$ cat src/design/trxp_map.vh
`ifndef TRXP_MAP_VH
`define TRXP_MAP_VH

// register offsets (8-bit address space)
`define TRXP_A_STATUS 8'h6E
`define TRXP_A_TURNOFF 8'h71
`define TRXP_A_CFG_A 8'h89
`define TRXP_A_LATCH_B 8'h8A
`define TRXP_A_LATCH_C 8'h8B
`define TRXP_A_PART 8'hCE
`define TRXP_A_VERSION 8'hCF
`define TRXP_A_MAN_CMD 8'hD0
`define TRXP_A_MAN_WDATA 8'hD1
`define TRXP_A_MAN_RDATA 8'hD2
`define TRXP_A_MAN_STAT 8'hD3
`define TRXP_A_RXCTRL 8'hE8
`define TRXP_A_LOS_HI 8'hEB
`define TRXP_A_LOSS_QUICK_TRIP_LOW 8'hF3
`define TRXP_A_FAULT_EN 8'hF8
`define TRXP_A_TOFF_EN_A 8'hFA
`define TRXP_A_TOFF_EN_B 8'hFB

// status register fields
`define TRXP_ST_NOT_READY 0
`define TRXP_ST_RX_LOSS 1
`define TRXP_ST_TX_FAULT 3
`define TRXP_ST_RATE_SELECT_INPUT 4
`define TRXP_ST_IN1 5
`define TRXP_ST_RATE_SELECT_INPUT_SOFT 6
`define TRXP_ST_SOFT_TXD 7

// pin_config_a fields
`define TRXP_CA_LOSS_SEL 0
`define TRXP_CA_LOSS_INV 1
`define TRXP_CA_RATE_SELECT_INPUT_INV 2
`define TRXP_CA_FWD_PIN 3
`define TRXP_CA_TXD_FAULT 4
`define TRXP_CA_VCC_MASK 5

// reset values
`define TRXP_CFG_A_RST 8'h01
`define TRXP_BYTE_RST 8'h00

// slave frame layout and slave register addresses
`define TRXP_SL_RXCTRL 7'h00
`define TRXP_SL_LOSTHR 7'h04
`define TRXP_FWD_BIT 1
`define TRXP_FRAME_BITS 16
`define TRXP_RD_FIRST 8

// timing
`define TRXP_CLK_MHZ 200
`define TRXP_VCC_CONV_MS 13
`define TRXP_STRETCH_US 500
`define TRXP_SCL_HALF 6'd20

`endif

$ cat src/design/trxp_pin_logic.v
// The plain strobed port was chosen for this implementation.
`timescale 1ns/100ps
`include "trxp_map.vh"

module trxp_pin_logic #(
	parameter [7:0] PART_CODE = 8'h5A, // arbitrary value
	parameter [7:0] VERSION = 8'h01, // arbitrary value
	parameter [21:0] VCC_CONV_CYC = `TRXP_VCC_CONV_MS * 1000 * `TRXP_CLK_MHZ,
	parameter [21:0] STRETCH_CYC = `TRXP_STRETCH_US * `TRXP_CLK_MHZ
) (
	input wire i_ref_clk, // 200 MHz clock
	input wire i_rst_n, // synchronous reset, active low
	input wire i_ce, // clock enable, freezes all state
	input wire [7:0] i_addr, // register address
	input wire [7:0] i_wdata, // register write data
	input wire i_wr, // write strobe
	input wire i_rd, // read strobe
	output reg [7:0] o_rdata_ff, // read data, cycle after strobe
	input wire i_supply_ok, // supply above power-on level, async
	input wire i_nv_recalled, // stored settings recalled
	input wire i_loss_input_pin, // loss input pin, async
	input wire i_general_input_one, // general input pin, async
	input wire i_rate_select_input, // rate-select pin, async
	input wire i_txd_pin, // transmit-disable pin, async
	input wire i_transmit_fault_input, // fault input pin, async
	input wire i_loss_qt_high, // high loss quick trip
	input wire i_loss_quick_trip_low, // low loss quick trip
	input wire i_txp_high, // transmit power high quick trip
	input wire i_transmit_power_low_alarm, // transmit power low trip
	input wire [5:0] i_adc_high, // adc high alarm/warning per channel
	input wire [5:0] i_adc_low, // adc low alarm/warning, 0 is supply
	input wire i_temp_conv_done, // temperature conversion done pulse
	output reg o_loss_out_ff, // loss output drive value, always 0
	output reg o_loss_oe_n_ff, // loss output enable, low pulls
	output reg o_rate_select_input_out_ff, // rate output drive value, always 0
	output reg o_rate_select_input_oe_n_ff, // rate output enable, low pulls
	output reg o_txd_out_ff, // transmit-disable output level
	output reg o_txd_oe_n_ff, // transmit-disable enable, low drives
	output reg o_txf_out_ff, // fault output drive value, always 0
	output reg o_txf_oe_n_ff, // fault output enable, low pulls
	output wire o_scl, // serial clock line
	output wire o_cs1, // first chip select
	output wire o_cs2, // second chip select
	output wire o_sda_out, // serial data drive value
	output wire o_sda_oe_n, // serial data enable, low drives
	input wire i_sda_in // serial data line level, async
);
	// synchronisers: stage a feeds stage b only
	reg [6:0] sync_a_ff;
	reg [6:0] sync_b_ff;
	reg rate_select_input_d_ff;
	reg txd_d_ff;
	reg rout_d_ff;
	reg rdy_d_ff;
	wire supply_s = sync_b_ff[0];
	wire loss_s = sync_b_ff[1];
	wire in1_s = sync_b_ff[2];
	wire rate_select_input_s = sync_b_ff[3];
	wire txd_s = sync_b_ff[4];
	wire txf_s = sync_b_ff[5];
	wire sda_s = sync_b_ff[6];

	always @(posedge i_ref_clk) begin
		if (!i_rst_n) begin
			sync_a_ff <= 7'h00;
			sync_b_ff <= 7'h00;
		end else if (i_ce) begin
			sync_a_ff <= {i_sda_in, i_transmit_fault_input, i_txd_pin,
				i_rate_select_input, i_general_input_one,
				i_loss_input_pin, i_supply_ok};
			sync_b_ff <= sync_a_ff;
		end
	end

	// software registers
	reg soft_txd_ff;
	reg rate_select_input_soft_ff;
	reg [7:0] cfg_a_ff;
	reg [7:0] latch_b_ff;
	reg [7:0] latch_c_ff;
	reg [7:0] rxctrl_ff;
	reg [7:0] los_hi_ff;
	reg [7:0] loss_quick_trip_low_ff;
	reg [7:0] fault_en_ff;
	reg [7:0] toff_a_ff;
	reg [7:0] toff_b_ff;
	reg [7:0] man_cmd_ff;
	reg [7:0] man_wdata_ff;
	reg [7:0] man_rdata_ff;
	reg man_pend_ff;
	reg man_go;

	always @(posedge i_ref_clk) begin
		if (!i_rst_n) begin
			soft_txd_ff <= 1'b0;
			rate_select_input_soft_ff <= 1'b0;
			cfg_a_ff <= `TRXP_CFG_A_RST;
			latch_b_ff <= `TRXP_BYTE_RST;
			latch_c_ff <= `TRXP_BYTE_RST;
			rxctrl_ff <= `TRXP_BYTE_RST;
			los_hi_ff <= `TRXP_BYTE_RST;
			loss_quick_trip_low_ff <= `TRXP_BYTE_RST;
			fault_en_ff <= `TRXP_BYTE_RST;
			toff_a_ff <= `TRXP_BYTE_RST;
			toff_b_ff <= `TRXP_BYTE_RST;
			man_cmd_ff <= `TRXP_BYTE_RST;
			man_wdata_ff <= `TRXP_BYTE_RST;
		end else if (i_ce && i_wr) begin
			if (i_addr == `TRXP_A_STATUS) begin
				soft_txd_ff <= i_wdata[`TRXP_ST_SOFT_TXD];
				rate_select_input_soft_ff <= i_wdata[`TRXP_ST_RATE_SELECT_INPUT_SOFT];
			end else if (i_addr == `TRXP_A_CFG_A) begin
				cfg_a_ff <= i_wdata;
			end else if (i_addr == `TRXP_A_LATCH_B) begin
				latch_b_ff <= i_wdata;
			end else if (i_addr == `TRXP_A_LATCH_C) begin
				latch_c_ff <= i_wdata;
			end else if (i_addr == `TRXP_A_RXCTRL) begin
				rxctrl_ff <= i_wdata;
			end else if (i_addr == `TRXP_A_LOS_HI) begin
				los_hi_ff <= i_wdata;
			end else if (i_addr == `TRXP_A_LOSS_QUICK_TRIP_LOW) begin
				loss_quick_trip_low_ff <= i_wdata;
			end else if (i_addr == `TRXP_A_FAULT_EN) begin
				fault_en_ff <= i_wdata;
			end else if (i_addr == `TRXP_A_TOFF_EN_A) begin
				toff_a_ff <= i_wdata;
			end else if (i_addr == `TRXP_A_TOFF_EN_B) begin
				toff_b_ff <= i_wdata;
			end else if (i_addr == `TRXP_A_MAN_CMD) begin
				man_cmd_ff <= i_wdata;
			end else if (i_addr == `TRXP_A_MAN_WDATA) begin
				man_wdata_ff <= i_wdata;
			end
		end
	end

	// power-on state: ready once supply is up and settings recalled
	wire ready = supply_s & i_nv_recalled;
	reg loss_sel_ff;
	reg [21:0] vcc_cnt_ff;
	reg vcc_conv_ff;
	reg [21:0] stretch_cnt_ff;
	wire disable_any = txd_s | soft_txd_ff;
	wire stretch = disable_any | (stretch_cnt_ff != 22'h000000);

	always @(posedge i_ref_clk) begin
		if (!i_rst_n) begin
			loss_sel_ff <= 1'b1;
			vcc_cnt_ff <= 22'h000000;
			vcc_conv_ff <= 1'b0;
			stretch_cnt_ff <= 22'h000000;
		end else if (i_ce) begin
			if (ready) begin
				loss_sel_ff <= cfg_a_ff[`TRXP_CA_LOSS_SEL];
			end
			// first supply conversion timer from power-on
			if (!ready) begin
				vcc_cnt_ff <= 22'h000000;
				vcc_conv_ff <= 1'b0;
			end else if (vcc_cnt_ff == VCC_CONV_CYC - 22'd1) begin
				vcc_conv_ff <= 1'b1;
			end else begin
				vcc_cnt_ff <= vcc_cnt_ff + 22'd1;
			end
			// stretch the disable pulse by the init interval
			if (disable_any) begin
				stretch_cnt_ff <= STRETCH_CYC;
			end else if (stretch_cnt_ff != 22'h000000) begin
				stretch_cnt_ff <= stretch_cnt_ff - 22'd1;
			end
		end
	end

	// loss mux, inversion and rate-select output
	wire loss_mux = loss_sel_ff ? loss_s : i_loss_quick_trip_low;
	wire loss_drv = loss_mux ^ cfg_a_ff[`TRXP_CA_LOSS_INV];
	wire rate_select_input_out = (rate_select_input_s | rate_select_input_soft_ff) ^
		cfg_a_ff[`TRXP_CA_RATE_SELECT_INPUT_INV];

	// fault sources: 5:0 adc, 6/7 loss trips, 8/9 transmit power
	wire [5:0] adc_low_q;
	assign adc_low_q[0] = i_adc_low[0] &
		(vcc_conv_ff | ~cfg_a_ff[`TRXP_CA_VCC_MASK]);
	assign adc_low_q[5] = i_adc_low[5];
	genvar g;
	generate
		for (g = 1; g < 5; g = g + 1) begin : g_mon
			assign adc_low_q[g] = i_adc_low[g] & ~stretch;
		end
	endgenerate
	wire [9:0] src = {i_transmit_power_low_alarm & ~stretch, i_txp_high,
		i_loss_quick_trip_low & ~stretch, i_loss_qt_high,
		i_adc_high | adc_low_q};
	wire [9:0] en = {2'b11, fault_en_ff};
	wire [9:0] lat_en = {latch_c_ff[1:0], latch_b_ff};
	wire txd_fault = cfg_a_ff[`TRXP_CA_TXD_FAULT] & disable_any;
	reg [9:0] latch_ff;

	// latched alarms: set wins, cleared by disable when allowed
	always @(posedge i_ref_clk) begin
		if (!i_rst_n) begin
			latch_ff <= 10'h000;
		end else if (i_ce) begin
			latch_ff <= (latch_ff & ~{10{txd_fault}}) |
				(src & en & lat_en);
		end
	end

	wire fault_raw = txf_s | ~ready |
		(|(en & (src | (latch_ff & lat_en))));
	wire tx_fault = fault_raw & ~txd_fault;
	wire turnoff = (|({1'b0, toff_b_ff[0], toff_a_ff} & src)) |
		(toff_b_ff[1] & txf_s);
	reg turnoff_ff;

	// pin outputs, all registered
	always @(posedge i_ref_clk) begin
		if (!i_rst_n) begin
			o_loss_out_ff <= 1'b0;
			o_loss_oe_n_ff <= 1'b1;
			o_rate_select_input_out_ff <= 1'b0;
			o_rate_select_input_oe_n_ff <= 1'b1;
			o_txd_out_ff <= 1'b0;
			o_txd_oe_n_ff <= 1'b1;
			o_txf_out_ff <= 1'b0;
			o_txf_oe_n_ff <= 1'b1;
			turnoff_ff <= 1'b0;
		end else if (i_ce) begin
			o_loss_oe_n_ff <= loss_drv | ~ready;
			o_rate_select_input_oe_n_ff <= rate_select_input_out | ~ready;
			o_txd_out_ff <= tx_fault | disable_any | turnoff;
			o_txd_oe_n_ff <= ~ready;
			o_txf_oe_n_ff <= tx_fault;
			turnoff_ff <= turnoff;
		end
	end

	// slave update scheduler
	reg pend_rx_ff;
	reg pend_los_ff;
	reg start_ff;
	reg [6:0] s_addr_ff;
	reg s_rd_ff;
	reg [7:0] s_wdata_ff;
	reg s_cs2_ff;
	reg man_act_ff;
	wire m_busy;
	wire m_done;
	wire [7:0] m_rdata;
	wire idle = ~m_busy & ~start_ff;
	wire fwd_bit = cfg_a_ff[`TRXP_CA_FWD_PIN] ? rate_select_input_out :
		rxctrl_ff[`TRXP_FWD_BIT];
	wire [7:0] rx_data = {rxctrl_ff[7:2], fwd_bit, rxctrl_ff[0]};
	wire refresh = (ready & ~rdy_d_ff) | (ready & i_temp_conv_done) |
		(ready & disable_any & ~txd_d_ff);

	always @* begin
		man_go = i_wr && (i_addr == `TRXP_A_MAN_CMD);
	end

	always @(posedge i_ref_clk) begin
		if (!i_rst_n) begin
			rate_select_input_d_ff <= 1'b0;
			txd_d_ff <= 1'b0;
			rout_d_ff <= 1'b0;
			rdy_d_ff <= 1'b0;
			pend_rx_ff <= 1'b0;
			pend_los_ff <= 1'b0;
			man_pend_ff <= 1'b0;
			start_ff <= 1'b0;
			s_addr_ff <= 7'h00;
			s_rd_ff <= 1'b0;
			s_wdata_ff <= 8'h00;
			s_cs2_ff <= 1'b0;
			man_act_ff <= 1'b0;
			man_rdata_ff <= 8'h00;
		end else if (i_ce) begin
			rate_select_input_d_ff <= rate_select_input_s;
			txd_d_ff <= disable_any;
			rout_d_ff <= rate_select_input_out;
			rdy_d_ff <= ready;
			start_ff <= 1'b0;
			if (m_done && man_act_ff) begin
				man_rdata_ff <= m_rdata;
				man_act_ff <= 1'b0;
			end
			// issue in order: manual, receiver control, threshold
			if (idle && man_pend_ff) begin
				start_ff <= 1'b1;
				s_addr_ff <= man_cmd_ff[6:0];
				s_rd_ff <= man_cmd_ff[7];
				s_wdata_ff <= man_wdata_ff;
				s_cs2_ff <= 1'b1;
				man_act_ff <= 1'b1;
			end else if (idle && pend_rx_ff) begin
				start_ff <= 1'b1;
				s_addr_ff <= `TRXP_SL_RXCTRL;
				s_rd_ff <= 1'b0;
				s_wdata_ff <= rx_data;
				s_cs2_ff <= 1'b1;
			end else if (idle && pend_los_ff) begin
				start_ff <= 1'b1;
				s_addr_ff <= `TRXP_SL_LOSTHR;
				s_rd_ff <= 1'b0;
				s_wdata_ff <= rate_select_input_s ? los_hi_ff : loss_quick_trip_low_ff;
				s_cs2_ff <= 1'b1;
			end
			// requests set over issue clears
			man_pend_ff <= (man_pend_ff & ~(idle & man_pend_ff)) | man_go;
			pend_rx_ff <= (pend_rx_ff & ~(idle & ~man_pend_ff)) | refresh |
				(ready & (rate_select_input_out ^ rout_d_ff));
			pend_los_ff <= (pend_los_ff &
				~(idle & ~man_pend_ff & ~pend_rx_ff)) | refresh |
				(ready & (rate_select_input_s ^ rate_select_input_d_ff));
		end
	end

	trxp_serial_master u_master (
		.i_ref_clk(i_ref_clk),
		.i_rst_n(i_rst_n),
		.i_ce(i_ce),
		.i_start(start_ff),
		.i_addr(s_addr_ff),
		.i_rd(s_rd_ff),
		.i_wdata(s_wdata_ff),
		.i_cs2(s_cs2_ff),
		.i_sda_in(sda_s),
		.o_busy_ff(m_busy),
		.o_done_ff(m_done),
		.o_rdata_ff(m_rdata),
		.o_scl_ff(o_scl),
		.o_cs1_ff(o_cs1),
		.o_cs2_ff(o_cs2),
		.o_sda_out_ff(o_sda_out),
		.o_sda_oe_n_ff(o_sda_oe_n)
	);

	// register read port, data in the cycle after the strobe
	always @(posedge i_ref_clk) begin
		if (!i_rst_n) begin
			o_rdata_ff <= 8'h00;
		end else if (i_ce) begin
			o_rdata_ff <= 8'h00;
			if (i_rd) begin
				if (i_addr == `TRXP_A_STATUS) begin
					o_rdata_ff <= {soft_txd_ff, rate_select_input_soft_ff, in1_s, rate_select_input_s,
						o_txf_oe_n_ff, 1'b0, loss_mux, ~ready};
				end else if (i_addr == `TRXP_A_TURNOFF) begin
					o_rdata_ff <= {7'h00, turnoff_ff};
				end else if (i_addr == `TRXP_A_CFG_A) begin
					o_rdata_ff <= cfg_a_ff;
				end else if (i_addr == `TRXP_A_LATCH_B) begin
					o_rdata_ff <= latch_b_ff;
				end else if (i_addr == `TRXP_A_LATCH_C) begin
					o_rdata_ff <= latch_c_ff;
				end else if (i_addr == `TRXP_A_PART) begin
					o_rdata_ff <= PART_CODE;
				end else if (i_addr == `TRXP_A_VERSION) begin
					o_rdata_ff <= VERSION;
				end else if (i_addr == `TRXP_A_MAN_CMD) begin
					o_rdata_ff <= man_cmd_ff;
				end else if (i_addr == `TRXP_A_MAN_WDATA) begin
					o_rdata_ff <= man_wdata_ff;
				end else if (i_addr == `TRXP_A_MAN_RDATA) begin
					o_rdata_ff <= man_rdata_ff;
				end else if (i_addr == `TRXP_A_MAN_STAT) begin
					o_rdata_ff <= {6'h00, man_pend_ff, m_busy | start_ff};
				end else if (i_addr == `TRXP_A_RXCTRL) begin
					o_rdata_ff <= rxctrl_ff;
				end else if (i_addr == `TRXP_A_LOS_HI) begin
					o_rdata_ff <= los_hi_ff;
				end else if (i_addr == `TRXP_A_LOSS_QUICK_TRIP_LOW) begin
					o_rdata_ff <= loss_quick_trip_low_ff;
				end else if (i_addr == `TRXP_A_FAULT_EN) begin
					o_rdata_ff <= fault_en_ff;
				end else if (i_addr == `TRXP_A_TOFF_EN_A) begin
					o_rdata_ff <= toff_a_ff;
				end else if (i_addr == `TRXP_A_TOFF_EN_B) begin
					o_rdata_ff <= toff_b_ff;
				end
			end
		end
	end
endmodule // trxp_pin_logic

$ cat src/design/trxp_serial_master.v
`timescale 1ns/100ps
`include "trxp_map.vh"

// three-wire master: one 16-bit frame per start pulse, msb first
module trxp_serial_master (
	input wire i_ref_clk, // system clock
	input wire i_rst_n, // synchronous reset, active low
	input wire i_ce, // clock enable
	input wire i_start, // frame request, one cycle
	input wire [6:0] i_addr, // slave register address
	input wire i_rd, // 1 read, 0 write
	input wire [7:0] i_wdata, // write data
	input wire i_cs2, // also select second slave
	input wire i_sda_in, // synchronised data line level
	output reg o_busy_ff, // frame in progress
	output reg o_done_ff, // frame finished, one cycle
	output reg [7:0] o_rdata_ff, // read data
	output reg o_scl_ff, // serial clock line
	output reg o_cs1_ff, // first chip select
	output reg o_cs2_ff, // second chip select
	output reg o_sda_out_ff, // data line drive value
	output reg o_sda_oe_n_ff // data line enable, low drives
);
	localparam S_IDLE = 5'b00001;
	localparam S_LEAD = 5'b00010;
	localparam S_HIGH = 5'b00100;
	localparam S_LOW = 5'b01000;
	localparam S_TAIL = 5'b10000;

	reg [4:0] state_ff;
	reg [5:0] div_ff;
	reg [3:0] bit_ff;
	reg [15:0] shift_ff;
	reg rd_ff;
	wire tick;

	assign tick = (div_ff == `TRXP_SCL_HALF - 6'd1);

	// half-period divider, runs only during a frame
	always @(posedge i_ref_clk) begin
		if (!i_rst_n) begin
			div_ff <= 6'h00;
		end else if (i_ce) begin
			if (state_ff == S_IDLE || tick) begin
				div_ff <= 6'h00;
			end else begin
				div_ff <= div_ff + 6'd1;
			end
		end
	end

	// frame sequencer
	always @(posedge i_ref_clk) begin
		if (!i_rst_n) begin
			state_ff <= S_IDLE;
			bit_ff <= 4'h0;
			shift_ff <= 16'h0000;
			rd_ff <= 1'b0;
			o_busy_ff <= 1'b0;
			o_done_ff <= 1'b0;
			o_rdata_ff <= 8'h00;
			o_scl_ff <= 1'b0;
			o_cs1_ff <= 1'b0;
			o_cs2_ff <= 1'b0;
			o_sda_out_ff <= 1'b0;
			o_sda_oe_n_ff <= 1'b1;
		end else if (i_ce) begin
			o_done_ff <= 1'b0;
			case (state_ff)
			S_IDLE: begin
				o_scl_ff <= 1'b0;
				if (i_start) begin
					// select before any clock edge
					o_cs1_ff <= 1'b1;
					o_cs2_ff <= i_cs2;
					shift_ff <= {i_addr, i_rd, i_wdata};
					o_sda_out_ff <= i_addr[6];
					o_sda_oe_n_ff <= 1'b0;
					rd_ff <= i_rd;
					bit_ff <= 4'h0;
					o_busy_ff <= 1'b1;
					state_ff <= S_LEAD;
				end
			end
			S_LEAD: begin
				if (tick) begin
					o_scl_ff <= 1'b1;
					state_ff <= S_HIGH;
				end
			end
			S_HIGH: begin
				if (tick) begin
					// falling edge: sample read data, shift next bit
					o_scl_ff <= 1'b0;
					if (rd_ff && bit_ff >= `TRXP_RD_FIRST) begin
						o_rdata_ff <= {o_rdata_ff[6:0], i_sda_in};
					end
					if (bit_ff == `TRXP_FRAME_BITS - 1) begin
						state_ff <= S_TAIL;
					end else begin
						bit_ff <= bit_ff + 4'd1;
						shift_ff <= {shift_ff[14:0], 1'b0};
						o_sda_out_ff <= shift_ff[14];
						if (rd_ff && bit_ff == `TRXP_RD_FIRST - 1) begin
							o_sda_oe_n_ff <= 1'b1;
						end
						state_ff <= S_LOW;
					end
				end
			end
			S_LOW: begin
				if (tick) begin
					o_scl_ff <= 1'b1;
					state_ff <= S_HIGH;
				end
			end
			S_TAIL: begin
				if (tick) begin
					o_cs1_ff <= 1'b0;
					o_cs2_ff <= 1'b0;
					o_sda_oe_n_ff <= 1'b1;
					o_busy_ff <= 1'b0;
					o_done_ff <= 1'b1;
					state_ff <= S_IDLE;
				end
			end
			default: begin
				state_ff <= S_IDLE;
			end
			endcase
		end
	end
endmodule // trxp_serial_master

$ cat config.mk
export PLATFORM = sky130hd
export DESIGN_NAME = trxp_pin_logic
export DESIGN_NICKNAME = d
export VERILOG_FILES = /design/src/design/trxp_pin_logic.v /design/src/design/trxp_serial_master.v
export VERILOG_INCLUDE_DIRS = /design/src /design/src/design
export SDC_FILE = /design/constraint.sdc
export NUM_CORES = 1
export LEC_CHECK = 0
export ABC_AREA = 0
export BUFFER_PORTS_ARGS = -buffer_cell sky130_fd_sc_hd__clkbuf_2
export CAP_MARGIN = 40
export CORE_MARGIN = 3
export CORE_UTILIZATION = 35
export DETAILED_ROUTE_END_ITERATION = 7
export PLACE_DENSITY = 0.59
export SLEW_MARGIN = 5
export SYNTH_ARGS = -nofsm -noshare
export SYNTH_HDL_FRONTEND = slang
export SYNTH_SLANG_ARGS = --single-unit
$ cat constraint.sdc
create_clock -name i_ref_clk -period 2.98 [get_ports i_ref_clk]
set_clock_uncertainty 0.2 [all_clocks]
set_input_delay 0 -clock i_ref_clk [delete_from_list [all_inputs] [get_ports i_ref_clk]]
set_output_delay 0 -clock i_ref_clk [all_outputs]
set_load 0.02 [all_outputs]
==> flow_summary.yaml, run 1 <==
synth:
  synth_edf_count: 0
  synth_seq_cells: 253
  yosysSeqAreaShare: 0.4290
  synth_cell_types: 72
  yosysWarnings: 0
  async_flop_share: 0
  netlist_area_um2: 11810
  synth_top_flop_cell: "dfxtp_1"
  avgSynthCellArea_um2: 8.542
  synthCells: 1382
detailed_routing:
  postRouteAntennaNets: 0
  drt_first_iter_violations: 1189
  via_per_inst: 5.487
  wire_per_inst_um: 18.34
  via_count: 10787
  drc: 0
  dr.pass1.iters: 6
  drt_wl_total_um: 36050
timing:
  worst_pin_slew_ns: 0.8330
  fin_crit_ns: 2.909
  maxSlewViolCount: 0
  setup_viol: 0
  hold_viol: 0
  timing.final.ws_setup_ns: 0.07111
  slew_headroom: 0.4433
  hold_ws_ns: 0.04933
  timing.fmax_mhz: 343.8
  period_share: 0.9761
cells_and_area:
  fillers: 3308
  syn2layout_area_growth_pct: 21.77
  design_area_um2: 14380
  drive_gt1_frac: 0.1135
  final_cell_mix: "dfxtp_1, nor2_1, mux2i_1"
  multi_input_area_um2: 6352
  final_core_util: 0.4374
  layout.nets: 1557
  antenna_cells: 0
  final_common_cell: "dfxtp_1"
  area.sequential_um2: 5065
clock_network:
  cts-buffers-inserted: 29
  cts_tree: "yes"
  clock_sinks: 253
  htreeDepth: 1
  clk-insertion-delay-late_ns: 0.57
  cts-root-buf: "clkbuf_16"
  clk_path_buf_depth: 3
  path_clk_slew_ns: 0.07
grt:
  grt_pass1_vias: 10174
  globalRouteOverflowTotal: 0
  antenna_found_initial: 0
  grt_pass1_wl_um: 57280
  grt_max_degree: 80
  grt_usage: 0.1961
power_and_ir_drop:
  leakage_nw: 5.517
  power_mw: 8.698
  ir_drop_v: 0.0003934
  clock_power_share: 0.423
  power_density_nw_per_um2: 605.1
  p_sw_mw: 2.364
  p_int_mw: 6.334
  sw_frac_of_total: 0.2718
  comb_power_share: 0.161
  seqPwrFrac: 0.416
placement:
  gp_congestion: 0.9629
  place_area_um2: 12650
  portBuffers: 63
  pre_cts_slack_ns: 0.4436
  dpl.hpwl_um: 24900
floorplan:
  coreArea_um2: 32870
  die_y_um: 189.7
  die_area_um2: 35970
  rows: 66
  die_w_um: 189.7
  io_pins: 67
  start_util: 0.3592
worst_setup_path:
  crit_required_ns: 3.29
  path_class: "in -> reg"
  cp.arrival_ns: 3.22
  worst-path-max-fanout: 14
  worstSetupEndpointType: "register"
  start_kind: "input port"
outcome:
  run_status: "finished clean"
run:
  drv_cap: 0
min_path:
  min_path_type: "in -> reg"
[worst max-delay path, cell delays in order]
cell           delay (ns)
dlygate4sd3_1        0.53
clkbuf_4             0.20
nand4_1              0.21
nor4_2               0.27
dlygate4sd3_1        0.61
buf_4                0.20
a22oi_1              0.12
a21oi_1              0.22
o21ai_0              0.12
a31oi_1              0.17
dlygate4sd3_1        0.58
[power groups by stage]
stage                     Clock, mW  Sequential (mW)  Combinational (mW)
final                          3.68             3.62                1.40
after global routing           3.91             3.64                1.55
after CTS                      3.76             3.62                1.38
after detailed placement          0             3.69                1.29
after global placement            0             3.69                1.27
after floorplan                   0             3.67                1.04
[stage by stage]
step                instances  setup TNS (ns)
global route             1966       -0.002334
CTS                      1965               0
detailed placement       1842               0
floorplan                1384               0
global placement         1842               0
finish                   1966               0
[cells in the mapped netlist, types with 4 or more instances]
cell type | n | share of area
a211o_1 | 4 | 0.0030
nor2_1 | 253 | 0.080
nor2b_1 | 14 | 0.0074
a2111oi_0 | 5 | 0.0037
mux2i_1 | 139 | 0.12
or2_2 | 4 | 0.0021
a22oi_1 | 26 | 0.017
xnor2_1 | 23 | 0.017
nand2b_1 | 8 | 0.0042
buf_1 | 7 | 0.0022
o211ai_1 | 5 | 0.0032
nand4_1 | 19 | 0.010
buf_2 | 5 | 0.0021
o2bb2ai_1 | 5 | 0.0037
a21oi_1 | 84 | 0.036
xor2_1 | 23 | 0.017
nand3_1 | 47 | 0.020
and3_1 | 11 | 0.0058
nand3b_1 | 8 | 0.0051
a311oi_1 | 16 | 0.012
or3_1 | 9 | 0.0048
o21ai_0 | 44 | 0.019
and4_1 | 5 | 0.0037
a31oi_1 | 10 | 0.0053
ha_1 | 6 | 0.0064
dfxtp_1 | 253 | 0.43
nand2_1 | 116 | 0.037
a21o_1 | 5 | 0.0032
a221oi_1 | 4 | 0.0030
inv_1 | 12 | 0.0038
and2_1 | 7 | 0.0037
nor3_1 | 30 | 0.013
o221ai_1 | 7 | 0.0052
a211oi_1 | 16 | 0.010
nor4_1 | 11 | 0.0058
clkbuf_1 | 68 | 0.022
o31ai_1 | 4 | 0.0025
o22ai_1 | 8 | 0.0042
a22o_1 | 6 | 0.0045
[registers in the layout, indices dropped and copies added, names as in the netlist, 8 cells and up]
| register | cells |
|---|---|
| u_master.o_rdata_ff | 8 |
| toff_a_ff | 8 |
| latch_c_ff | 8 |
| latch_ff | 10 |
| loss_quick_trip_low_ff | 8 |
| man_cmd_ff | 8 |
| latch_b_ff | 8 |
| cfg_a_ff | 8 |
| toff_b_ff | 8 |
| stretch_cnt_ff | 22 |
| u_master.shift_ff | 15 |
| man_rdata_ff | 8 |
| s_wdata_ff | 8 |
| fault_en_ff | 8 |
| los_hi_ff | 8 |
| man_wdata_ff | 8 |
| o_rdata_ff | 8 |
| vcc_cnt_ff | 22 |
| rxctrl_ff | 8 |
[per-layer routing]
metal / global-route usage / vias up / wire [µm]
li1: - / 5190 / -
met1: 0.2852 / 5164 / 17010
met2: 0.3090 / 369 / 15880
met3: 0.02727 / 64 / 2306
met4: 0.04464 / 0 / 853
met5: 0 / - / 0
[cell type report]
| cell class | instances | area share |
|---|---|---|
| multi-input cells | 1033 | 0.4419 |
| flip-flops and latches | 253 | 0.3523 |
| clock buffers | 38 | 0.05631 |
| clock inverters | 12 | 0.01201 |
| repair buffers | 175 | 0.09522 |
| well taps | 442 | 0.03847 |
| inverters | 13 | 0.003743 |
[final timing paths]
kind | from | end | slack, ns | cells past startpoint
setup / recovery | i_addr[5] | o_rdata_ff[6]$_SDFFE_PN0P_ | 0.07 | 11
hold / removal | i_addr[6] | o_rdata_ff[1]$_SDFFE_PN0P_ | 0.05 | 6
setup reg to reg | stretch_cnt_ff[3]$_SDFFE_PN0P_ | turnoff_ff$_SDFFE_PN0P_ | 0.10 | 7
hold reg to reg | latch_ff[6]$_SDFFE_PN0P_ | latch_ff[6]$_SDFFE_PN0P_ | 0.25 | 2
[repair_timing]
action / in CTS / in global routing
gates resized for setup: 0 / 5
hold endpoints to repair: 171 / 0
hold buffers: 73 / 0
endpoints found under the setup margin: 0 / 4
buffers inserted: 0 / 1
[cells by family (layout without fill, tap and decap cells)]
kind of cell / Yosys count / count (layout) / synth area share
compound gates: 270 / 270 / 0.1535
xor+xnor: 46 / 46 / 0.03413
fa+ha+maj: 6 / 6 / 0.006359
buf+inv: 98 / 238 / 0.03392
flops: 253 / 253 / 0.4290
mux: 140 / 140 / 0.1188
other cells: 1 / 3 / 0.0003177
simple gates: 568 / 568 / 0.2240
Note: power is estimated with default switching activity, not from simulation.
==> run 2, diff against run 1 <==
Settings changed: GPL_TIMING_DRIVEN set to 0, PLACE_DENSITY 0.59 to 0.5.
==> run 2 against run 1 <==
Net effect:
- via count grew 1.4%
- combinational power is 7% higher
- critical endpoint is now o_rdata_ff[0]$_SDFFE_PN0P_
- largest cell class unchanged
- sequential share of layout area increased by 0.22 points
- flip-flop and latch count unchanged
- routed wire length increased by 16%
- register-to-register slack improved by 0.17 ns
- maximum frequency up 5.4%
- power up 2.8%
- final cell count up 1.7%
- setup slack better by 0.15 ns
- critical path depth is 2 lower
- hold slack lost 0.026 ns
==> flow_summary.yaml, run 2 (synthesis gave the netlist of run 1 again) <==
timing:
  rsz0062_at_grt: "false"
  timing.final.ws_setup_ns: 0.2204
  setup_tns_ns: 0
  setup_viol: 0
  period_share: 0.9260
  timing.fmax_mhz: 362.4
  worst_pin_slew_ns: 0.8986
  slew_headroom: 0.3977
  fin_crit_ns: 2.760
  hold_viol: 0
  maxSlewViolCount: 0
power_and_ir_drop:
  leakage_nw: 5.437
  ir_drop_v: 0.0005542
  power_mw: 8.938
  power_density_nw_per_um2: 625.5
floorplan:
  die_area_um2: 35970
  io_pins: 67
  coreArea_um2: 32870
  die_y_um: 189.7
  start_util: 0.3592
  rows: 66
  die_w_um: 189.7
worst_setup_path:
  path_class: "in -> reg"
  worstSetupEndpointType: "register"
  cp.arrival_ns: 3.01
  worst-path-max-fanout: 8
  crit_required_ns: 3.23
  start_kind: "input port"
  reg2regPathDepth: 7
cells_and_area:
  syn2layout_area_growth_pct: 21.03
  largestRegisters: "stretch_cnt_ff (22), vcc_cnt_ff (22), u_master.shift_ff (15)"
  design_area_um2: 14290
  antenna_cells: 0
  layout.nets: 1586
  final_cell_mix: "nor2_1, dfxtp_1, mux2i_1"
  drive_gt1_frac: 0.09949
grt:
  antenna_found_initial: 0
  grt_pass1_wl_um: 64070
  grt_max_degree: 16
  grt_usage: 0.2279
  grt_pass1_vias: 10683
  globalRouteOverflowTotal: 0
min_path:
  min_path_type: "in -> reg"
  whs_path_depth: 4
detailed_routing:
  drt_first_iter_violations: 935
  drc: 0
  postRouteAntennaNets: 0
  via_per_inst: 5.469
  drt_wl_total_um: 41960
  wire_per_inst_um: 20.98
  dr.pass1.iters: 5
  via_count: 10938
clock_network:
  cts-buffers-inserted: 30
  cts_tree: "yes"
  clk-insertion-delay-late_ns: 0.57
  path_clk_slew_ns: 0.06
  clk_path_buf_depth: 3
  post_cts_buffers: 0
  cts-root-buf: "clkbuf_16"
  htreeDepth: 1
  clock_sinks: 253
run:
  drv_cap: 0
placement:
  gp_congestion: 0.9910
  dpl.hpwl_um: 30770
  pre_cts_slack_ns: 0.1076
  portBuffers: 61
  place_area_um2: 12740
outcome:
  run_status: "finished clean"
==> run 2: worst paths after layout <==
check	start	end	slack (ns)
worst min-delay path	i_sda_in	sync_a_ff[6]$_SDFFE_PN0P_	0.02
worst max register to register	sync_b_ff[0]$_SDFFE_PN0P_	o_rdata_ff[0]$_SDFFE_PN0P_	0.27
worst max-delay path	i_addr[4]	o_rdata_ff[0]$_SDFFE_PN0P_	0.22
worst min register to register	latch_ff[6]$_SDFFE_PN0P_	latch_ff[6]$_SDFFE_PN0P_	0.26
==> run 2: cell type report <==
type / instances / area [µm²]
Buffer: 85 / 354.1
Clock buffer: 45 / 907.1
Clock inverter: 11 / 132.6
Fill cell: 3413 / 18580
Inverter: 13 / 48.80
Multi-Input combinational cell: 1033 / 6369
Sequential cell: 253 / 5065
Tap cell: 442 / 553.0
Timing Repair Buffer: 118 / 858.3
==> run 2: power by group <==
group          internal (mW)  switching [mW]
Sequential              3.52           0.104
Clock                   2.28            1.54
Combinational          0.575           0.927
==> run 2: what timing repair did <==
item,4_1_cts,5_1_grt
endpoints found under the hold margin,89,0
hold buffers,48,0
setup endpoints to repair,0,19
resized for setup,0,7
==> run 2: per-layer routing <==
| metal | vias to the layer above | global-route usage | wire length (µm) |
|---|---|---|---|
| met5 | - | 0 | 0 |
| met4 | 0 | 0.06483 | 1248 |
| met3 | 73 | 0.02727 | 2379 |
| met2 | 335 | 0.3592 | 18370 |
| met1 | 5274 | 0.3290 | 19960 |
| li1 | 5256 | - | - |
==> run 2: per-stage QoR <==
| stage | hold WS, ns | std cells | utilization |
|---|---|---|---|
| finish | 0.02308 | 2000 | 0.4347 |
| global placement | 0.04247 | 1887 | 0.3855 |
| floorplan | -0.05284 | 1384 | - |
| detailed placement | 0.04988 | 1896 | 0.3877 |
| global route | 0.03305 | 2000 | 0.4347 |
| CTS | 0.007100 | 2000 | 0.4340 |
==> run 2: worst max-delay path, stage by stage <==
cell,delay (ns)
clkbuf_2,0.13
dlygate4sd3_1,0.61
nor4b_2,0.55
and2_1,0.21
clkbuf_1,0.29
a22oi_1,0.12
a2111oi_0,0.41
a21oi_1,0.11
dlygate4sd3_1,0.57
==> run 3, diff against run 2 <==
Settings changed: CORE_ASPECT_RATIO set to 1.25.
==> run 3 against run 2 <==
Net effect:
- final cell count down 1.0%
- sequential share of layout area up 0.27 points
- flip-flop and latch count unchanged
- setup slack worse by 0.032 ns
- global-route usage up 0.28 points
- core utilization down 0.45 points
- register-to-register slack worse by 0.08 ns
- routed wire length up 0.39%
- critical path depth down 3
- sequential power about the same
- power down 4.6%
- critical endpoint is now o_txf_oe_n_ff$_SDFFE_PN1P_
==> flow_summary.yaml, run 3 (synthesis gave the netlist of run 1 again) <==
detailed_routing:
  postRouteAntennaNets: 0
  via_per_inst: 5.428
  drt_wl_total_um: 42130
  dr.pass1.iters: 6
  drt_first_iter_violations: 927
  via_count: 10748
  drc: 0
  wire_per_inst_um: 21.28
worst_setup_path:
  path_class: "reg -> reg"
  start_kind: "register"
  worstSetupEndpointType: "register"
  worst-path-max-fanout: 6
  cp.arrival_ns: 3.06
  crit_required_ns: 3.24
cells_and_area:
  area.sequential_um2: 5065
  largestRegisters: "stretch_cnt_ff (22), vcc_cnt_ff (22), u_master.shift_ff (15)"
  fillers: 3381
  layout.nets: 1590
  design_area_um2: 14180
  antenna_cells: 0
  final_cell_mix: "nor2_1, dfxtp_1, mux2i_1"
  multi_input_area_um2: 6347
  syn2layout_area_growth_pct: 20.13
  drive_gt1_frac: 0.09923
grt:
  grt_pass1_wl_um: 63910
  grt_pass1_vias: 10454
  antenna_found_initial: 0
  grt_usage: 0.2307
  grt_max_degree: 16
  globalRouteOverflowTotal: 0
placement:
  place_area_um2: 12760
  dpl.hpwl_um: 31220
  gp_congestion: 1.021
  portBuffers: 61
floorplan:
  coreArea_um2: 32960
  start_util: 0.3581
  die_y_um: 211.3
  io_pins: 67
  die_area_um2: 35980
  rows: 74
  die_w_um: 170.3
clock_network:
  clk-insertion-delay-late_ns: 0.58
  clock_sinks: 253
  post_cts_buffers: 0
  path_clk_slew_ns: 0.06
  htreeDepth: 1
  cts_tree: "yes"
  clk_path_buf_depth: 3
  cts-root-buf: "clkbuf_16"
  cts-buffers-inserted: 30
power_and_ir_drop:
  power_density_nw_per_um2: 601.5
  clock_power_share: 0.402
  p_int_mw: 6.048
  comb_power_share: 0.173
  sw_frac_of_total: 0.2909
  p_sw_mw: 2.482
  ir_drop_v: 0.0005035
  seqPwrFrac: 0.425
  leakage_nw: 5.414
timing:
  period_share: 0.9369
  hold_viol: 0
  fin_crit_ns: 2.792
  worst_pin_slew_ns: 0.9027
  timing.fmax_mhz: 358.2
  setup_viol: 0
  setup_tns_ns: 0
  rsz0062_at_grt: "false"
  maxSlewViolCount: 0
  slew_headroom: 0.3982
min_path:
  min_path_type: "in -> reg"
outcome:
  run_status: "finished clean"
run:
  drv_cap: 0
run 3: path summary, 6_finish.rpt:
check / from / end / slack [ns] / cells after the start
setup / recovery: fault_en_ff[2]$_SDFFE_PN0P_ / o_txf_oe_n_ff$_SDFFE_PN1P_ / 0.19 / 6
hold / removal: i_loss_input_pin / sync_a_ff[1]$_SDFFE_PN0P_ / 0.02 / 4
setup reg to reg: fault_en_ff[2]$_SDFFE_PN0P_ / o_txf_oe_n_ff$_SDFFE_PN1P_ / 0.19 / 6
hold reg to reg: latch_ff[6]$_SDFFE_PN0P_ / latch_ff[6]$_SDFFE_PN0P_ / 0.25 / 2
run 3: what timing repair did:
item / in CTS / in global routing
hold buffers: 49 / 0
hold endpoints to repair: 94 / 0
resized for setup: 0 / 8
setup endpoints to repair: 0 / 11
run 3: worst max-delay path, stage by stage (launching register included):
cell,delay (ns)
dfxtp_1,0.42
a22oi_1,0.23
nand3_1,0.10
dlygate4sd3_1,0.57
a2111oi_0,0.79
a211oi_1,0.10
a211o_1,0.25
run 3: routing by layer:
| layer | GRT usage | part of all wire | wire, µm | up-vias |
|---|---|---|---|---|
| met5 | 0 | 0 | 0 | - |
| met4 | 0.08676 | 0.037 | 1561 | 0 |
| met3 | 0.02223 | 0.047 | 1962 | 72 |
| met2 | 0.3829 | 0.47 | 19730 | 310 |
| met1 | 0.3117 | 0.45 | 18870 | 5112 |
| li1 | - | - | - | 5254 |
run 3: cell type report:
class / count / share of cell area
clock inverters: 12 / 0.005470
plain buffers: 85 / 0.02515
well taps: 418 / 0.03688
clock buffers: 44 / 0.05947
repair buffers: 122 / 0.06485
flip-flops and latches: 253 / 0.3572
inverters: 13 / 0.003441
multi-input cells: 1033 / 0.4476
run 3: stage by stage:
step	util	setup slack, ns	instances	total power [mW]	hold slack, ns
after floorplan	-	0.5485	1384	4.715	-0.05284
after global placement	0.3835	-0.1827	1863	5.081	0.04452
after detailed placement	0.3873	0.1788	1875	5.114	0.05292
after CTS	0.4301	0.09351	1980	8.610	0.005969
after global routing	0.4302	0.05274	1980	8.895	0.04604
final	0.4302	0.1881	1980	8.530	0.02247
run 3: power groups by stage:
stage	Clock, mW	Combinational, mW	Sequential [mW]
final	3.43	1.48	3.62
after floorplan	0	1.04	3.67
after detailed placement	0	1.42	3.69
after CTS	3.51	1.47	3.62
after global placement	0	1.39	3.69
after global routing	3.65	1.60	3.64
